**src/verilog/fcs_pkg.sv**
```systemverilog
package fcs_pkg;
  // Register word indices on the Avalon-MM slave.
  localparam logic [2:0] FCS_REG_CTRL     = 3'h0;
  localparam logic [2:0] FCS_REG_FILTER   = 3'h1;
  localparam logic [2:0] FCS_REG_FREQCORR = 3'h2;
  localparam logic [2:0] FCS_REG_BITSYNC  = 3'h3;
  localparam logic [2:0] FCS_REG_STATUS   = 3'h4;
  localparam logic [2:0] FCS_REG_AVGFREQ  = 3'h5;
  localparam logic [2:0] FCS_REG_RXDATA   = 3'h6;

  // Field positions.
  localparam int FCS_CTRL_EN_BIT    = 0;
  localparam int FCS_MANT_LSB       = 0;
  localparam int FCS_EXP_LSB        = 4;
  localparam int FCS_LEN_LSB        = 6;
  localparam int FCS_ST_VALID_BIT   = 0;
  localparam int FCS_ST_NEMPTY_BIT  = 1;
  localparam int FCS_ST_FULL_BIT    = 2;
  localparam int FCS_ST_BIT_BIT     = 3;
  localparam int FCS_RXD_VALID_BIT  = 8;

  // Reset values and the samples-per-bit minimum.
  localparam logic       FCS_RST_EN       = 1'b0;
  localparam logic [4:0] FCS_RST_DIV      = 5'h18;
  localparam logic [3:0] FCS_RST_MANT     = 4'h4;
  localparam logic [1:0] FCS_RST_EXP      = 2'h0;
  localparam logic [1:0] FCS_RST_LEN      = 2'h1;
  localparam logic [7:0] FCS_RST_SPB      = 8'h08;
  localparam logic [7:0] FCS_MIN_SPB      = 8'h02;

  // Transitions needed before a slicing level is trusted.
  localparam logic [1:0] FCS_MIN_TRANS    = 2'h3;
  // Fixed-point scale of the decimator reciprocal table.
  localparam int FCS_RECIP_SHIFT          = 16;
  localparam int FCS_FIFO_DEPTH           = 8;
  localparam int FCS_FIFO_WIDTH           = 8;

  typedef enum logic [1:0] {
    FCS_AVG_OFF  = 2'b00,
    FCS_AVG_FAST = 2'b01,
    FCS_AVG_MED  = 2'b10,
    FCS_AVG_SLOW = 2'b11
  } fcs_avg_len_t;
endpackage : fcs_pkg

```
**src/verilog/fcs_fifo.sv**
```systemverilog
`timescale 1ns/10ps
module fcs_fifo #(
  parameter int WIDTH = 8,
  parameter int DEPTH = 8
) (
  input  wire logic             core_clk_i,
  input  wire logic             rst_i,
  input  wire logic             in_valid_i,
  output logic                  in_ready_o,
  input  wire logic [WIDTH-1:0] in_data_i,
  output logic                  out_valid_o,
  input  wire logic             out_ready_i,
  output logic [WIDTH-1:0]      out_data_o
);
  localparam int AW = $clog2(DEPTH);

  logic [WIDTH-1:0] mem_q [DEPTH];
  logic [AW:0]      wr_q;
  logic [AW:0]      rd_q;
  logic             full_w;
  logic             empty_w;

  // The extra pointer bit tells full from empty when the indices meet.
  assign full_w      = (wr_q[AW] != rd_q[AW]) && (wr_q[AW-1:0] == rd_q[AW-1:0]);
  assign empty_w     = (wr_q == rd_q);
  assign in_ready_o  = !full_w;
  assign out_valid_o = !empty_w;
  assign out_data_o  = mem_q[rd_q[AW-1:0]];

  always_ff @(posedge core_clk_i) begin
    if (rst_i) begin
      wr_q <= '0;
    end else if (in_valid_i && !full_w) begin
      wr_q <= wr_q + 1'b1;
    end
  end

  always_ff @(posedge core_clk_i) begin
    if (in_valid_i && !full_w) begin
      mem_q[wr_q[AW-1:0]] <= in_data_i;
    end
  end

  always_ff @(posedge core_clk_i) begin
    if (rst_i) begin
      rd_q <= '0;
    end else if (out_ready_i && !empty_w) begin
      rd_q <= rd_q + 1'b1;
    end
  end
endmodule : fcs_fifo

```
**src/verilog/fcs_top.sv**
```systemverilog
`timescale 1ns/10ps
module fcs_top
  import fcs_pkg::*;
#(
  parameter int SAMPLE_W = 12
) (
  input  wire logic                core_clk_i,
  input  wire logic                rst_i,
  input  wire logic [2:0]          avs_address_i,
  input  wire logic                avs_read_i,
  input  wire logic                avs_write_i,
  input  wire logic [31:0]         avs_writedata_i,
  input  wire logic [3:0]          avs_byteenable_i,
  output logic [31:0]              avs_readdata_o,
  output logic                     avs_waitrequest_o,
  input  wire logic                demod_valid_i,
  input  wire logic [SAMPLE_W-1:0] demod_freq_i,
  output logic                     demod_ready_o,
  output logic                     rx_bit_o,
  output logic                     rx_bit_clk_o
);
  localparam int AW = SAMPLE_W + 5;
  localparam int RW = FCS_RECIP_SHIFT + 1;
  localparam int LW = SAMPLE_W + 1;

  // Configuration registers.
  logic       enable_q;
  logic [4:0] decimation_divider_q;
  logic [3:0] rx_deviation_mantissa_q;
  logic [1:0] rx_deviation_exponent_q;
  logic [1:0] slicer_averaging_length_q;
  logic [7:0] samples_per_bit_q;

  // Bus slave.
  logic        wait_q;
  logic [31:0] rdata_q;
  logic        bus_req_w;
  logic        bus_done_w;

  // Datapath.
  logic                       ready_q;
  logic signed [AW-1:0]       acc_q;
  logic [4:0]                 dec_cnt_q;
  logic signed [SAMPLE_W-1:0] filt_q;
  logic                       filt_v_q;
  logic [RW-1:0]              recip_tab [32];
  logic signed [AW-1:0]       acc_sum_w;
  logic signed [AW+RW:0]      prod_w;

  logic signed [LW-1:0] max_q;
  logic signed [LW-1:0] min_q;
  logic signed [LW-1:0] ref_q;
  logic                 dir_up_q;
  logic                 started_q;
  logic [1:0]           trans_q;
  logic signed [LW-1:0] level_q;
  logic                 level_ok_q;
  logic signed [LW-1:0] samp_w;
  logic signed [LW-1:0] thr_w;
  logic signed [LW-1:0] mid_w;
  logic                 up_w;
  logic                 down_w;
  logic                 sliced_q;
  logic                 sliced_v_q;

  logic       prev_sl_q;
  logic [8:0] phase_q;
  logic [7:0] ones_q;
  logic [8:0] step_w;
  logic [8:0] ph_sum_w;
  logic [7:0] spb_w;
  logic       bit_end_w;
  logic       bit_w;
  logic [7:0] ones_w;

  logic [7:0] shift_q;
  logic [2:0] nbits_q;
  logic       push_q;
  logic [7:0] push_byte_q;
  logic       fifo_in_ready_w;
  logic       fifo_out_valid_w;
  logic [7:0] fifo_out_data_w;
  logic       pop_w;

  // Decimation table: one fixed-point reciprocal per divider setting.
  for (genvar g = 0; g < 32; g++) begin : g_recip
    assign recip_tab[g] = RW'((1 << FCS_RECIP_SHIFT) / (g + 1));
  end

  function automatic logic [31:0] field_read(input logic [2:0] addr,
                                             input logic [31:0] st,
                                             input logic [31:0] lvl,
                                             input logic [31:0] rxd);
    logic [31:0] v;
    v = 32'h0000_0000;
    unique case (addr)
      FCS_REG_CTRL:     v[FCS_CTRL_EN_BIT] = enable_q;
      FCS_REG_FILTER:   v[4:0] = decimation_divider_q;
      FCS_REG_FREQCORR: v[7:0] = {slicer_averaging_length_q, rx_deviation_exponent_q,
                                  rx_deviation_mantissa_q};
      FCS_REG_BITSYNC:  v[7:0] = samples_per_bit_q;
      FCS_REG_STATUS:   v = st;
      FCS_REG_AVGFREQ:  v = lvl;
      FCS_REG_RXDATA:   v = rxd;
      default:          v = 32'h0000_0000;
    endcase
    return v;
  endfunction : field_read

  // Avalon-MM: one wait cycle, then waitrequest low for exactly one cycle.
  assign bus_req_w  = avs_read_i || avs_write_i;
  assign bus_done_w = bus_req_w && !wait_q;

  always_ff @(posedge core_clk_i) begin
    if (rst_i) begin
      wait_q  <= 1'b1;
      rdata_q <= 32'h0000_0000;
    end else if (bus_req_w && wait_q) begin
      wait_q  <= 1'b0;
      rdata_q <= field_read(avs_address_i,
                   {28'h0, rx_bit_o, !fifo_in_ready_w, fifo_out_valid_w, level_ok_q},
                   {{(32-LW){level_q[LW-1]}}, level_q},
                   {23'h0, fifo_out_valid_w, fifo_out_data_w});
    end else begin
      wait_q <= 1'b1;
    end
  end

  assign avs_waitrequest_o = wait_q;
  assign avs_readdata_o    = rdata_q;
  assign pop_w = bus_done_w && avs_read_i && (avs_address_i == FCS_REG_RXDATA);

  always_ff @(posedge core_clk_i) begin
    if (rst_i) begin
      enable_q                  <= FCS_RST_EN;
      decimation_divider_q      <= FCS_RST_DIV;
      rx_deviation_mantissa_q   <= FCS_RST_MANT;
      rx_deviation_exponent_q   <= FCS_RST_EXP;
      slicer_averaging_length_q <= FCS_RST_LEN;
      samples_per_bit_q         <= FCS_RST_SPB;
    end else if (bus_done_w && avs_write_i && avs_byteenable_i[0]) begin
      unique case (avs_address_i)
        FCS_REG_CTRL:     enable_q <= avs_writedata_i[FCS_CTRL_EN_BIT];
        FCS_REG_FILTER:   decimation_divider_q <= avs_writedata_i[4:0];
        FCS_REG_FREQCORR: begin
          rx_deviation_mantissa_q   <= avs_writedata_i[FCS_MANT_LSB +: 4];
          rx_deviation_exponent_q   <= avs_writedata_i[FCS_EXP_LSB +: 2];
          slicer_averaging_length_q <= avs_writedata_i[FCS_LEN_LSB +: 2];
        end
        FCS_REG_BITSYNC:  begin
          // Fewer than two samples per bit leaves nothing to vote over.
          samples_per_bit_q <= (avs_writedata_i[7:0] < FCS_MIN_SPB) ?
                               FCS_MIN_SPB : avs_writedata_i[7:0];
        end
        default: ;
      endcase
    end
  end

  // Input throttle: a byte stuck at the FIFO stalls the sample source.
  always_ff @(posedge core_clk_i) begin
    if (rst_i) begin
      ready_q <= 1'b0;
    end else begin
      ready_q <= enable_q && !(push_q && !fifo_in_ready_w);
    end
  end
  assign demod_ready_o = ready_q;

  // Boxcar decimator: average of divider+1 samples sets the bandwidth.
  assign acc_sum_w = acc_q + AW'(signed'(demod_freq_i));
  // Both factors are widened first so the product keeps its upper bits.
  assign prod_w    = (AW+RW+1)'(acc_sum_w) *
                     (AW+RW+1)'(signed'({1'b0, recip_tab[decimation_divider_q]}));

  always_ff @(posedge core_clk_i) begin
    if (rst_i || !enable_q) begin
      acc_q     <= '0;
      dec_cnt_q <= 5'h00;
      filt_q    <= '0;
      filt_v_q  <= 1'b0;
    end else begin
      filt_v_q <= 1'b0;
      if (demod_valid_i && ready_q) begin
        if (dec_cnt_q >= decimation_divider_q) begin
          filt_q    <= prod_w[FCS_RECIP_SHIFT +: SAMPLE_W];
          filt_v_q  <= 1'b1;
          acc_q     <= '0;
          dec_cnt_q <= 5'h00;
        end else begin
          acc_q     <= acc_sum_w;
          dec_cnt_q <= dec_cnt_q + 5'h01;
        end
      end
    end
  end

  // Slicer: extremes tracked between transitions larger than the deviation.
  assign samp_w = LW'(filt_q);
  assign thr_w  = LW'({rx_deviation_mantissa_q, 3'b000} >> (2'd3 - rx_deviation_exponent_q));
  assign up_w   = !dir_up_q && (samp_w > ref_q + thr_w);
  assign down_w = dir_up_q && (samp_w < ref_q - thr_w);
  assign mid_w  = LW'(((LW+1)'(max_q) + (LW+1)'(min_q)) >>> 1);

  always_ff @(posedge core_clk_i) begin
    if (rst_i || !enable_q) begin
      max_q     <= '0;
      min_q     <= '0;
      ref_q     <= '0;
      dir_up_q  <= 1'b0;
      started_q <= 1'b0;
      trans_q   <= 2'h0;
    end else if (filt_v_q) begin
      if (!started_q) begin
        started_q <= 1'b1;
        ref_q     <= samp_w;
      end else if (up_w) begin
        dir_up_q <= 1'b1;
        ref_q    <= samp_w;
        max_q    <= samp_w;
        if (trans_q != FCS_MIN_TRANS) trans_q <= trans_q + 2'h1;
      end else if (down_w) begin
        dir_up_q <= 1'b0;
        ref_q    <= samp_w;
        min_q    <= samp_w;
        if (trans_q != FCS_MIN_TRANS) trans_q <= trans_q + 2'h1;
      end else if (dir_up_q ? (samp_w > ref_q) : (samp_w < ref_q)) begin
        ref_q <= samp_w;
        if (dir_up_q) max_q <= samp_w;
        else          min_q <= samp_w;
      end
    end
  end

  // Decision level: first estimate after three transitions, then smoothed.
  always_ff @(posedge core_clk_i) begin
    if (rst_i || !enable_q) begin
      level_q    <= '0;
      level_ok_q <= 1'b0;
    end else if (slicer_averaging_length_q == FCS_AVG_OFF) begin
      level_q    <= '0;
      level_ok_q <= 1'b0;
    end else if (filt_v_q && (up_w || down_w) && trans_q >= 2'h2) begin
      level_ok_q <= 1'b1;
      if (!level_ok_q) begin
        level_q <= mid_w;
      end else begin
        // Longer settings weight the history more heavily.
        level_q <= LW'(level_q + ((mid_w - level_q) >>>
                       {slicer_averaging_length_q, 1'b0}));
      end
    end
  end

  always_ff @(posedge core_clk_i) begin
    if (rst_i || !enable_q) begin
      sliced_q   <= 1'b0;
      sliced_v_q <= 1'b0;
    end else begin
      sliced_v_q <= filt_v_q;
      if (filt_v_q) sliced_q <= samp_w > level_q;
    end
  end

  // Bit synchroniser: an edge in the late half advances the phase by one.
  assign spb_w     = samples_per_bit_q;
  // An advance that would end two bits in a row is skipped, so each bit gets a clock edge.
  assign step_w    = (sliced_q != prev_sl_q && phase_q >= 9'(spb_w >> 1)) ?
                     ((phase_q + 9'h003 < {spb_w, 1'b0}) ? 9'h002 : 9'h001) :
                     (sliced_q != prev_sl_q && phase_q != 9'h000) ? 9'h000 : 9'h001;
  assign ph_sum_w  = phase_q + step_w;
  assign bit_end_w = ph_sum_w >= 9'(spb_w);
  assign ones_w    = ones_q + 8'(sliced_q);
  assign bit_w     = {ones_w, 1'b0} > {1'b0, spb_w};

  always_ff @(posedge core_clk_i) begin
    if (rst_i || !enable_q) begin
      prev_sl_q <= 1'b0;
      phase_q   <= 9'h000;
      ones_q    <= 8'h00;
    end else if (sliced_v_q) begin
      prev_sl_q <= sliced_q;
      if (bit_end_w) begin
        phase_q <= ph_sum_w - 9'(spb_w);
        ones_q  <= 8'h00;
      end else begin
        phase_q <= ph_sum_w;
        ones_q  <= ones_w;
      end
    end
  end

  // Bit clock rises with each new bit and falls at mid-bit.
  always_ff @(posedge core_clk_i) begin
    if (rst_i || !enable_q) begin
      rx_bit_o     <= 1'b0;
      rx_bit_clk_o <= 1'b0;
    end else if (sliced_v_q) begin
      if (bit_end_w) begin
        rx_bit_o     <= bit_w;
        rx_bit_clk_o <= 1'b1;
      end else if (ph_sum_w >= 9'(spb_w >> 1)) begin
        rx_bit_clk_o <= 1'b0;
      end
    end
  end

  // Bytes are packed first-received bit in the MSB.
  always_ff @(posedge core_clk_i) begin
    if (rst_i || !enable_q) begin
      shift_q     <= 8'h00;
      nbits_q     <= 3'h0;
      push_q      <= 1'b0;
      push_byte_q <= 8'h00;
    end else begin
      if (push_q && fifo_in_ready_w) push_q <= 1'b0;
      if (sliced_v_q && bit_end_w) begin
        shift_q <= {shift_q[6:0], bit_w};
        nbits_q <= nbits_q + 3'h1;
        if (nbits_q == 3'h7) begin
          push_q      <= 1'b1;
          push_byte_q <= {shift_q[6:0], bit_w};
        end
      end
    end
  end

  fcs_fifo #(
    .WIDTH (FCS_FIFO_WIDTH),
    .DEPTH (FCS_FIFO_DEPTH)
  ) u_fifo (
    .core_clk_i  (core_clk_i),
    .rst_i       (rst_i),
    .in_valid_i  (push_q),
    .in_ready_o  (fifo_in_ready_w),
    .in_data_i   (push_byte_q),
    .out_valid_o (fifo_out_valid_w),
    .out_ready_i (pop_w),
    .out_data_o  (fifo_out_data_w)
  );
endmodule : fcs_top

```
**config.mk**
```make
export PLATFORM = sky130hd
export DESIGN_NAME = fcs_top
export DESIGN_NICKNAME = d
export VERILOG_FILES = /design/src/verilog/fcs_pkg.sv /design/src/verilog/fcs_fifo.sv /design/src/verilog/fcs_top.sv
export SDC_FILE = /design/constraint.sdc
export NUM_CORES = 1
export LEC_CHECK = 0
export BUFFER_PORTS_ARGS = -buffer_cell sky130_fd_sc_hd__buf_4
export CAP_MARGIN = 30
export CORE_MARGIN = 4
export CORE_UTILIZATION = 30
export DETAILED_ROUTE_END_ITERATION = 10
export PLACE_DENSITY = 0.43
export SYNTH_ARGS = -nofsm -noshare
export SYNTH_HDL_FRONTEND = slang
export SYNTH_SLANG_ARGS = --single-unit
```
**constraint.sdc**
```tcl
create_clock -name core_clk_i -period 15.1 [get_ports core_clk_i]
set_clock_uncertainty 0.1 [all_clocks]
set_input_delay 3.02 -clock core_clk_i [delete_from_list [all_inputs] [get_ports core_clk_i]]
set_output_delay 3.02 -clock core_clk_i [all_outputs]
set_load 0.005 [all_outputs]
```
==> results of run 1 <==
## cell usage after synthesis (all sizes together) (6+ instances only)
library cell    n
a211o           9
a211oi         25
a21boi          7
a21o           29
a21oi         165
a22oi          16
a311oi          6
a31oi          10
and2           36
and3           18
buf            36
clkbuf         97
dfxtp         177
edfxtp         64
fa            219
ha            266
inv           361
mux2            9
mux2i          68
mux4           17
nand2         328
nand2b         35
nand3          60
nand4          13
nor2          270
nor2b          37
nor3           31
nor3b           6
nor4           10
o211ai         16
o21a           31
o21ai          82
o21bai         15
or2             8
or3             7
xnor2          81
xor2           53
## flip-flops by register name, indices dropped and copies added (netlist names), 7 cells and up, named ones only
name	cells
filt_q	12
acc_q	17
ref_q	12
samples_per_bit_q	8
avs_readdata_o	13
shift_q	7
min_q	12
phase_q	9
max_q	12
ones_q	8
push_byte_q	8
u_fifo.mem_q	64
level_q	13
## area by class of cell
type,instances,share of cell area [%]
antenna,1,0.00926
timing repair buffer,104,3.04
tap,1060,4.91
sequential,241,20.2
clock buffer,33,2.89
clock inverter,20,1.07
inverter,365,5.07
multi-input combinational,2048,62.8
## cells by family after synthesis
family	after synthesis	share of synthesized area, %
AO/OA/AOI/OAI	465	12.3
XOR/XNOR	135	4.94
adder cells (fa/ha/maj)	485	31.7
buffers and inverters	498	8.00
flip-flops	241	22.4
multiplexers	94	4.78
AND/OR/NAND/NOR	869	15.9
## how the worst max path moves through the flow
stage | startpoint | end
2_1_floorplan | demod_freq_i[0] | filt_q[11]
3_3_place_gp | demod_freq_i[8] | filt_q[11]
3_5_place_dp | demod_freq_i[8] | filt_q[11]
4_1_cts | demod_freq_i[8] | filt_q[11]
5_1_grt | demod_freq_i[8] | filt_q[11]
6_report | demod_freq_i[8] | filt_q[11]
## layer usage
metal | GRT usage (%) | part of all wire [%] | routed length, µm
met2 | 27.7 | 47 | 32900
met3 | 2.09 | 4.4 | 3060
met5 | 0 | 0 | 0
met1 | 22.1 | 46 | 32200
met4 | 3.77 | 2.3 | 1580
## tightest hold or removal path, cell delays in order, from the launching register on
cell	delay [ns]
dfxtp_1	0.32
nand2_1	0.06
a21oi_1	0.05
## power by group through the flow
stage | logic [mW] | clock network (mW) | registers, mW
CTS | 1.02 | 0.818 | 0.664
finish | 0.987 | 0.788 | 0.664
global placement | 1.00 | 0 | 0.678
global route | 1.17 | 0.837 | 0.664
detailed placement | 1.01 | 0 | 0.678
floorplan | 0.744 | 0 | 0.677
## through the flow
stage                     utilization (%)  setup WS [ns]  std cells  area (µm²)
after global placement               32.1           3.17       3814       25900
after floorplan                         -           4.20       2787       24300
after detailed placement             32.2           3.11       3818       25900
final                                33.5           3.75       3872       27000
after CTS                            33.5           3.74       3871       27000
after global routing                 33.5           3.30       3871       27000
==> impl_metrics.toml, run 1 <==
[run_status]
status = "completed"

[synth]
syn_area_per_cell_um2 = 8.74
yosys_register_bits = 241
synth_seq_area_share_pct = 22.4
async_reset_ff_share_pct = 0
netlist_instances = 2787
synth.top_cell.area_share_pct = 18.0
synth_top_area_cell = "fa_1"
synth_edf_count = 64
syn-num-nets = 3328
yosys_warnings = 0
synth_cell_types = 81
synth_area_um2 = 24300
yosys-top-cells-area = "fa_1 (18%), dfxtp_1 (15%), ha_1 (14%)"
ys.flop_type = "dfxtp_1"

[clock_network]
numCtsBuffers = 29
cts.clk_slew.worst_paths_ns = 0.07
hold_buffers = 0
cts_sinks = 241
clock_path_buffers = 3
root_buffer = "clkbuf_16"
cts_tree = "done"
cts_resized = 0
worstSkewPairLatency_ns = 0.60
post_cts_buffers = 0
htree_levels = 1

[setup_path]
crit_fanout = 8
startpoint_type = "input pin"
path_delay_family = "adder cells"
rrSetupSlack_ns = 5.92
path_class = "input pin to flop"
critical_path_arrival_ns = 11.68
crit_path_end_kind = "flop"
reg2reg_from = "decimation_divider_q[2]"
critical_path_buf_inv_count = 6
r2r-end = "filt_q[11]"
cpPeakStageDelay_ns = 0.68
worstPathRequired_ns = 15.43
path_depth = 33
slowest_stage = "xor2_1"
rr_worst_depth = 27

[power_and_ir_drop]
vdd_drop_max_mv = 0.0931
p_sw_mw = 0.885
p_per_area_nw_per_um2 = 90.3
clkPwrFrac_pct = 32.3
internal_power_mw = 1.55
p_leak_nw = 11.8
power_frac_seq_pct = 27.2
combPwrFrac_pct = 40.5
swShare_pct = 36.3
power_mw = 2.44

[finish]
nNetsFinal = 3330
seq_area_um2 = 5470
final_common_cell = "inv_1"
drive_above_1_share_pct = 7.29
multiInputGateArea_um2 = 17000
syn_to_final_growth_pct = 10.9
nFillCells = 8322
final_cell_mix = "inv_1 (360), nand2_1 (327), nor2_1 (270)"

[hold_path]
min-delay-start = "shift_q[2]"
worstHoldEndpoint = "shift_q[3]"
holdPathStages = 2
hold_path.class = "flop to flop"

[die]
dieArea_um2 = 85800
die_w_um = 293
io_pins = 92
die_h_um = 293
coreArea_um2 = 80500
fp-row-count = 104
initial_core_util_pct = 30.2

[drt]
drc = 0
drt-pass1-iter-count = 5
ant_nets = 0
drt-vias-per-instance = 4.90
vias = 18991
drtIter0Drc = 986
wire_per_inst_um = 18.0
routed_wl_um = 69700

[sta]
rsz0062_at_grt = "false"
setup_viol = 0
max_freq_mhz = 88.1
holdWs_ns = 0.355
post-route-min-period_ns = 11.35
finalSetupTns_ns = 0
worst_pin_slew_ns = 1.00
max-slew-margin-rel_pct = 32.8
final-max-slew-violation-count = 0
finalCritPeriodShare_pct = 75.1
final_hold_viol_count = 0

[placed_design]
place.gp.congestion = 0.857
portBuffers = 64
hpwl_um = 54000

[global_route]
grt_first_pass_wirelength_um = 112000
grt_pass1_vias = 19924
grt_overflow = 0
grt_max_degree = 60
antenna_found_initial = 1
grtUsageTotal_pct = 16.3

[flow_run]
drv_cap = 0
(Power assumes the default switching activity.)
==> run 2: changes to the inputs <==
==> constraint.sdc (replaced) <==
create_clock -name core_clk_i -period 11.3 [get_ports core_clk_i]
set_clock_uncertainty 0.1 [all_clocks]
set_input_delay 2.26 -clock core_clk_i [delete_from_list [all_inputs] [get_ports core_clk_i]]
set_output_delay 2.26 -clock core_clk_i [all_outputs]
set_load 0.005 [all_outputs]
==> run 2 against run 1 <==
Total power up 30%. Count of clock-buffer cells in the layout unchanged. First-iteration DRC count grew 0.51%. Utilization decreased by 0.085 points. Sequential power grew 34%. Clock power is 25% higher. Non-clock buffer count grew 7. Via count increased by 0.11%. Register-to-register slack got worse by 3.6 ns. Combinational power rose by 33%. Final cell count is 0.13% higher. Worst setup slack got worse by 2.7 ns.
==> impl_metrics.toml, run 2 (same netlist as run 1, synthesis figures left out) <==
[placed_design]
post_dp_cell_area_um2 = 26000
place_ws_ns = 0.450
hpwl_um = 54500
portBuffers = 64
place.gp.congestion = 0.839

[drt]
drt-pass1-iter-count = 5
ant_nets = 0
vias = 19012
routed_wl_um = 70100
drc = 0
wire_per_inst_um = 18.1
drt-vias-per-instance = 4.90
drtIter0Drc = 991

[sta]
max_freq_mhz = 98.0
worst_pin_slew_ns = 0.994
post-route-min-period_ns = 10.21
final-max-slew-violation-count = 0
setup_viol = 0
setup_ws_ns = 1.09
finalSetupTns_ns = 0
rsz0062_at_grt = "false"
max-slew-margin-rel_pct = 33.6
final_hold_viol_count = 0
finalCritPeriodShare_pct = 90.3

[setup_path]
slowest_stage = "fa_1"
cp_common_cell = "fa_1"
cpPeakStageDelay_ns = 0.57
critical_path_arrival_ns = 10.53
startpoint_type = "input pin"
crit_fanout = 8
worstPathRequired_ns = 11.62
crit_path_end_kind = "flop"
path_class = "input pin to flop"

[power_and_ir_drop]
p_leak_nw = 11.7
p_per_area_nw_per_um2 = 118
vdd_drop_max_mv = 0.120

[global_route]
grt_pass1_vias = 19510
grt_overflow = 0
grt_first_pass_wirelength_um = 112000
grtUsageTotal_pct = 16.3
antenna_found_initial = 0
grt_max_degree = 58

[clock_network]
numCtsBuffers = 28
clock_path_buffers = 3
cts.clk_slew.worst_paths_ns = 0.06
cts_sinks = 241
root_buffer = "clkbuf_16"
cts_tree = "done"
cts_resized = 0
htree_levels = 1
hold_buffers = 0
post_cts_buffers = 0
worstSkewPairLatency_ns = 0.59

[finish]
nNetsFinal = 3336
final_cell_area_um2 = 26900
syn_to_final_growth_pct = 10.7
drive_above_1_share_pct = 7.45
final_cell_mix = "inv_1 (360), nand2_1 (327), nor2_1 (270)"
antenna_cells = 0
nFillCells = 8288
largest_reg_flops = 64
final_common_cell = "inv_1"

[die]
initial_core_util_pct = 30.2
die_h_um = 293
io_pins = 92
dieArea_um2 = 85800
coreArea_um2 = 80500
die_w_um = 293
fp-row-count = 104

[hold_path]
hold_path.class = "flop to flop"

[run_status]
status = "completed"

[flow_run]
drv_cap = 0
==> run 2: cell types whose count changed in the layout (fill, tap and decap cells not counted), sizes merged <==
| cell | delta |
|---|---|
| buf | +7 |
| clkinv | +3 |
| clkinvlp | -3 |
| bufinv | -2 |
| diode | -1 |
| inv | +1 |
==> run 2: stage by stage <==
stage,hold WS (ns),utilization [%],instances,total power [mW]
final,0.358,33.5,3877,3.18
after CTS,0.357,33.5,3877,3.26
after global placement,0.344,32.2,3821,2.24
after floorplan,0.323,-,2787,1.90
after global routing,0.367,33.5,3877,3.50
after detailed placement,0.349,32.2,3825,2.25
==> run 2: layout make-up <==
cell class	count	area [µm²]	area share, %
clock buffers	33	739	2.74
clock inverters	19	251	0.933
inverters	365	1370	5.08
multi-input cells	2048	17000	63.0
flip-flops and latches	241	5470	20.3
well taps	1060	1330	4.92
repair buffers	111	828	3.07
==> run 2: final timing paths <==
check,from,slack [ns],cells after the start,endpoint
max,demod_freq_i[0],1.09,33,filt_q[11]
min,shift_q[6],0.36,2,shift_q[6]
max reg2reg,decimation_divider_q[1],2.29,29,filt_q[11]
min reg2reg,shift_q[6],0.36,2,shift_q[6]
==> run 2: routing by layer <==
| metal | part of all wire (%) | GRT usage [%] | wire length, µm | vias up |
|---|---|---|---|---|
| li1 | - | - | - | 9251 |
| met1 | 48 | 22.9 | 33700 | 9372 |
| met2 | 47 | 27.6 | 33000 | 332 |
| met3 | 3.3 | 1.49 | 2320 | 57 |
| met4 | 1.5 | 2.95 | 1080 | 0 |
| met5 | 0 | 0 | 0 | - |
==> run 2: critical path, delay by kind of cell <==
| family | cells | cell delay [ns] |
|---|---|---|
| adders and majority gates | 9 | 3.85 |
| AOI/OAI and AO/OA | 10 | 2.39 |
| and+or+nand+nor | 6 | 0.84 |
| buffers and inverters | 6 | 0.60 |
| xor gates and xnor gates | 2 | 0.55 |
==> run 2: power breakdown <==
group / leakage [nW] / internal (mW) / switching (mW) / total (mW)
clock network: 0.471 / 0.568 / 0.415 / 0.982
registers: 1.87 / 0.884 / 0.00272 / 0.887
logic: 9.41 / 0.555 / 0.755 / 1.31
total: 11.7 / 2.01 / 1.17 / 3.18
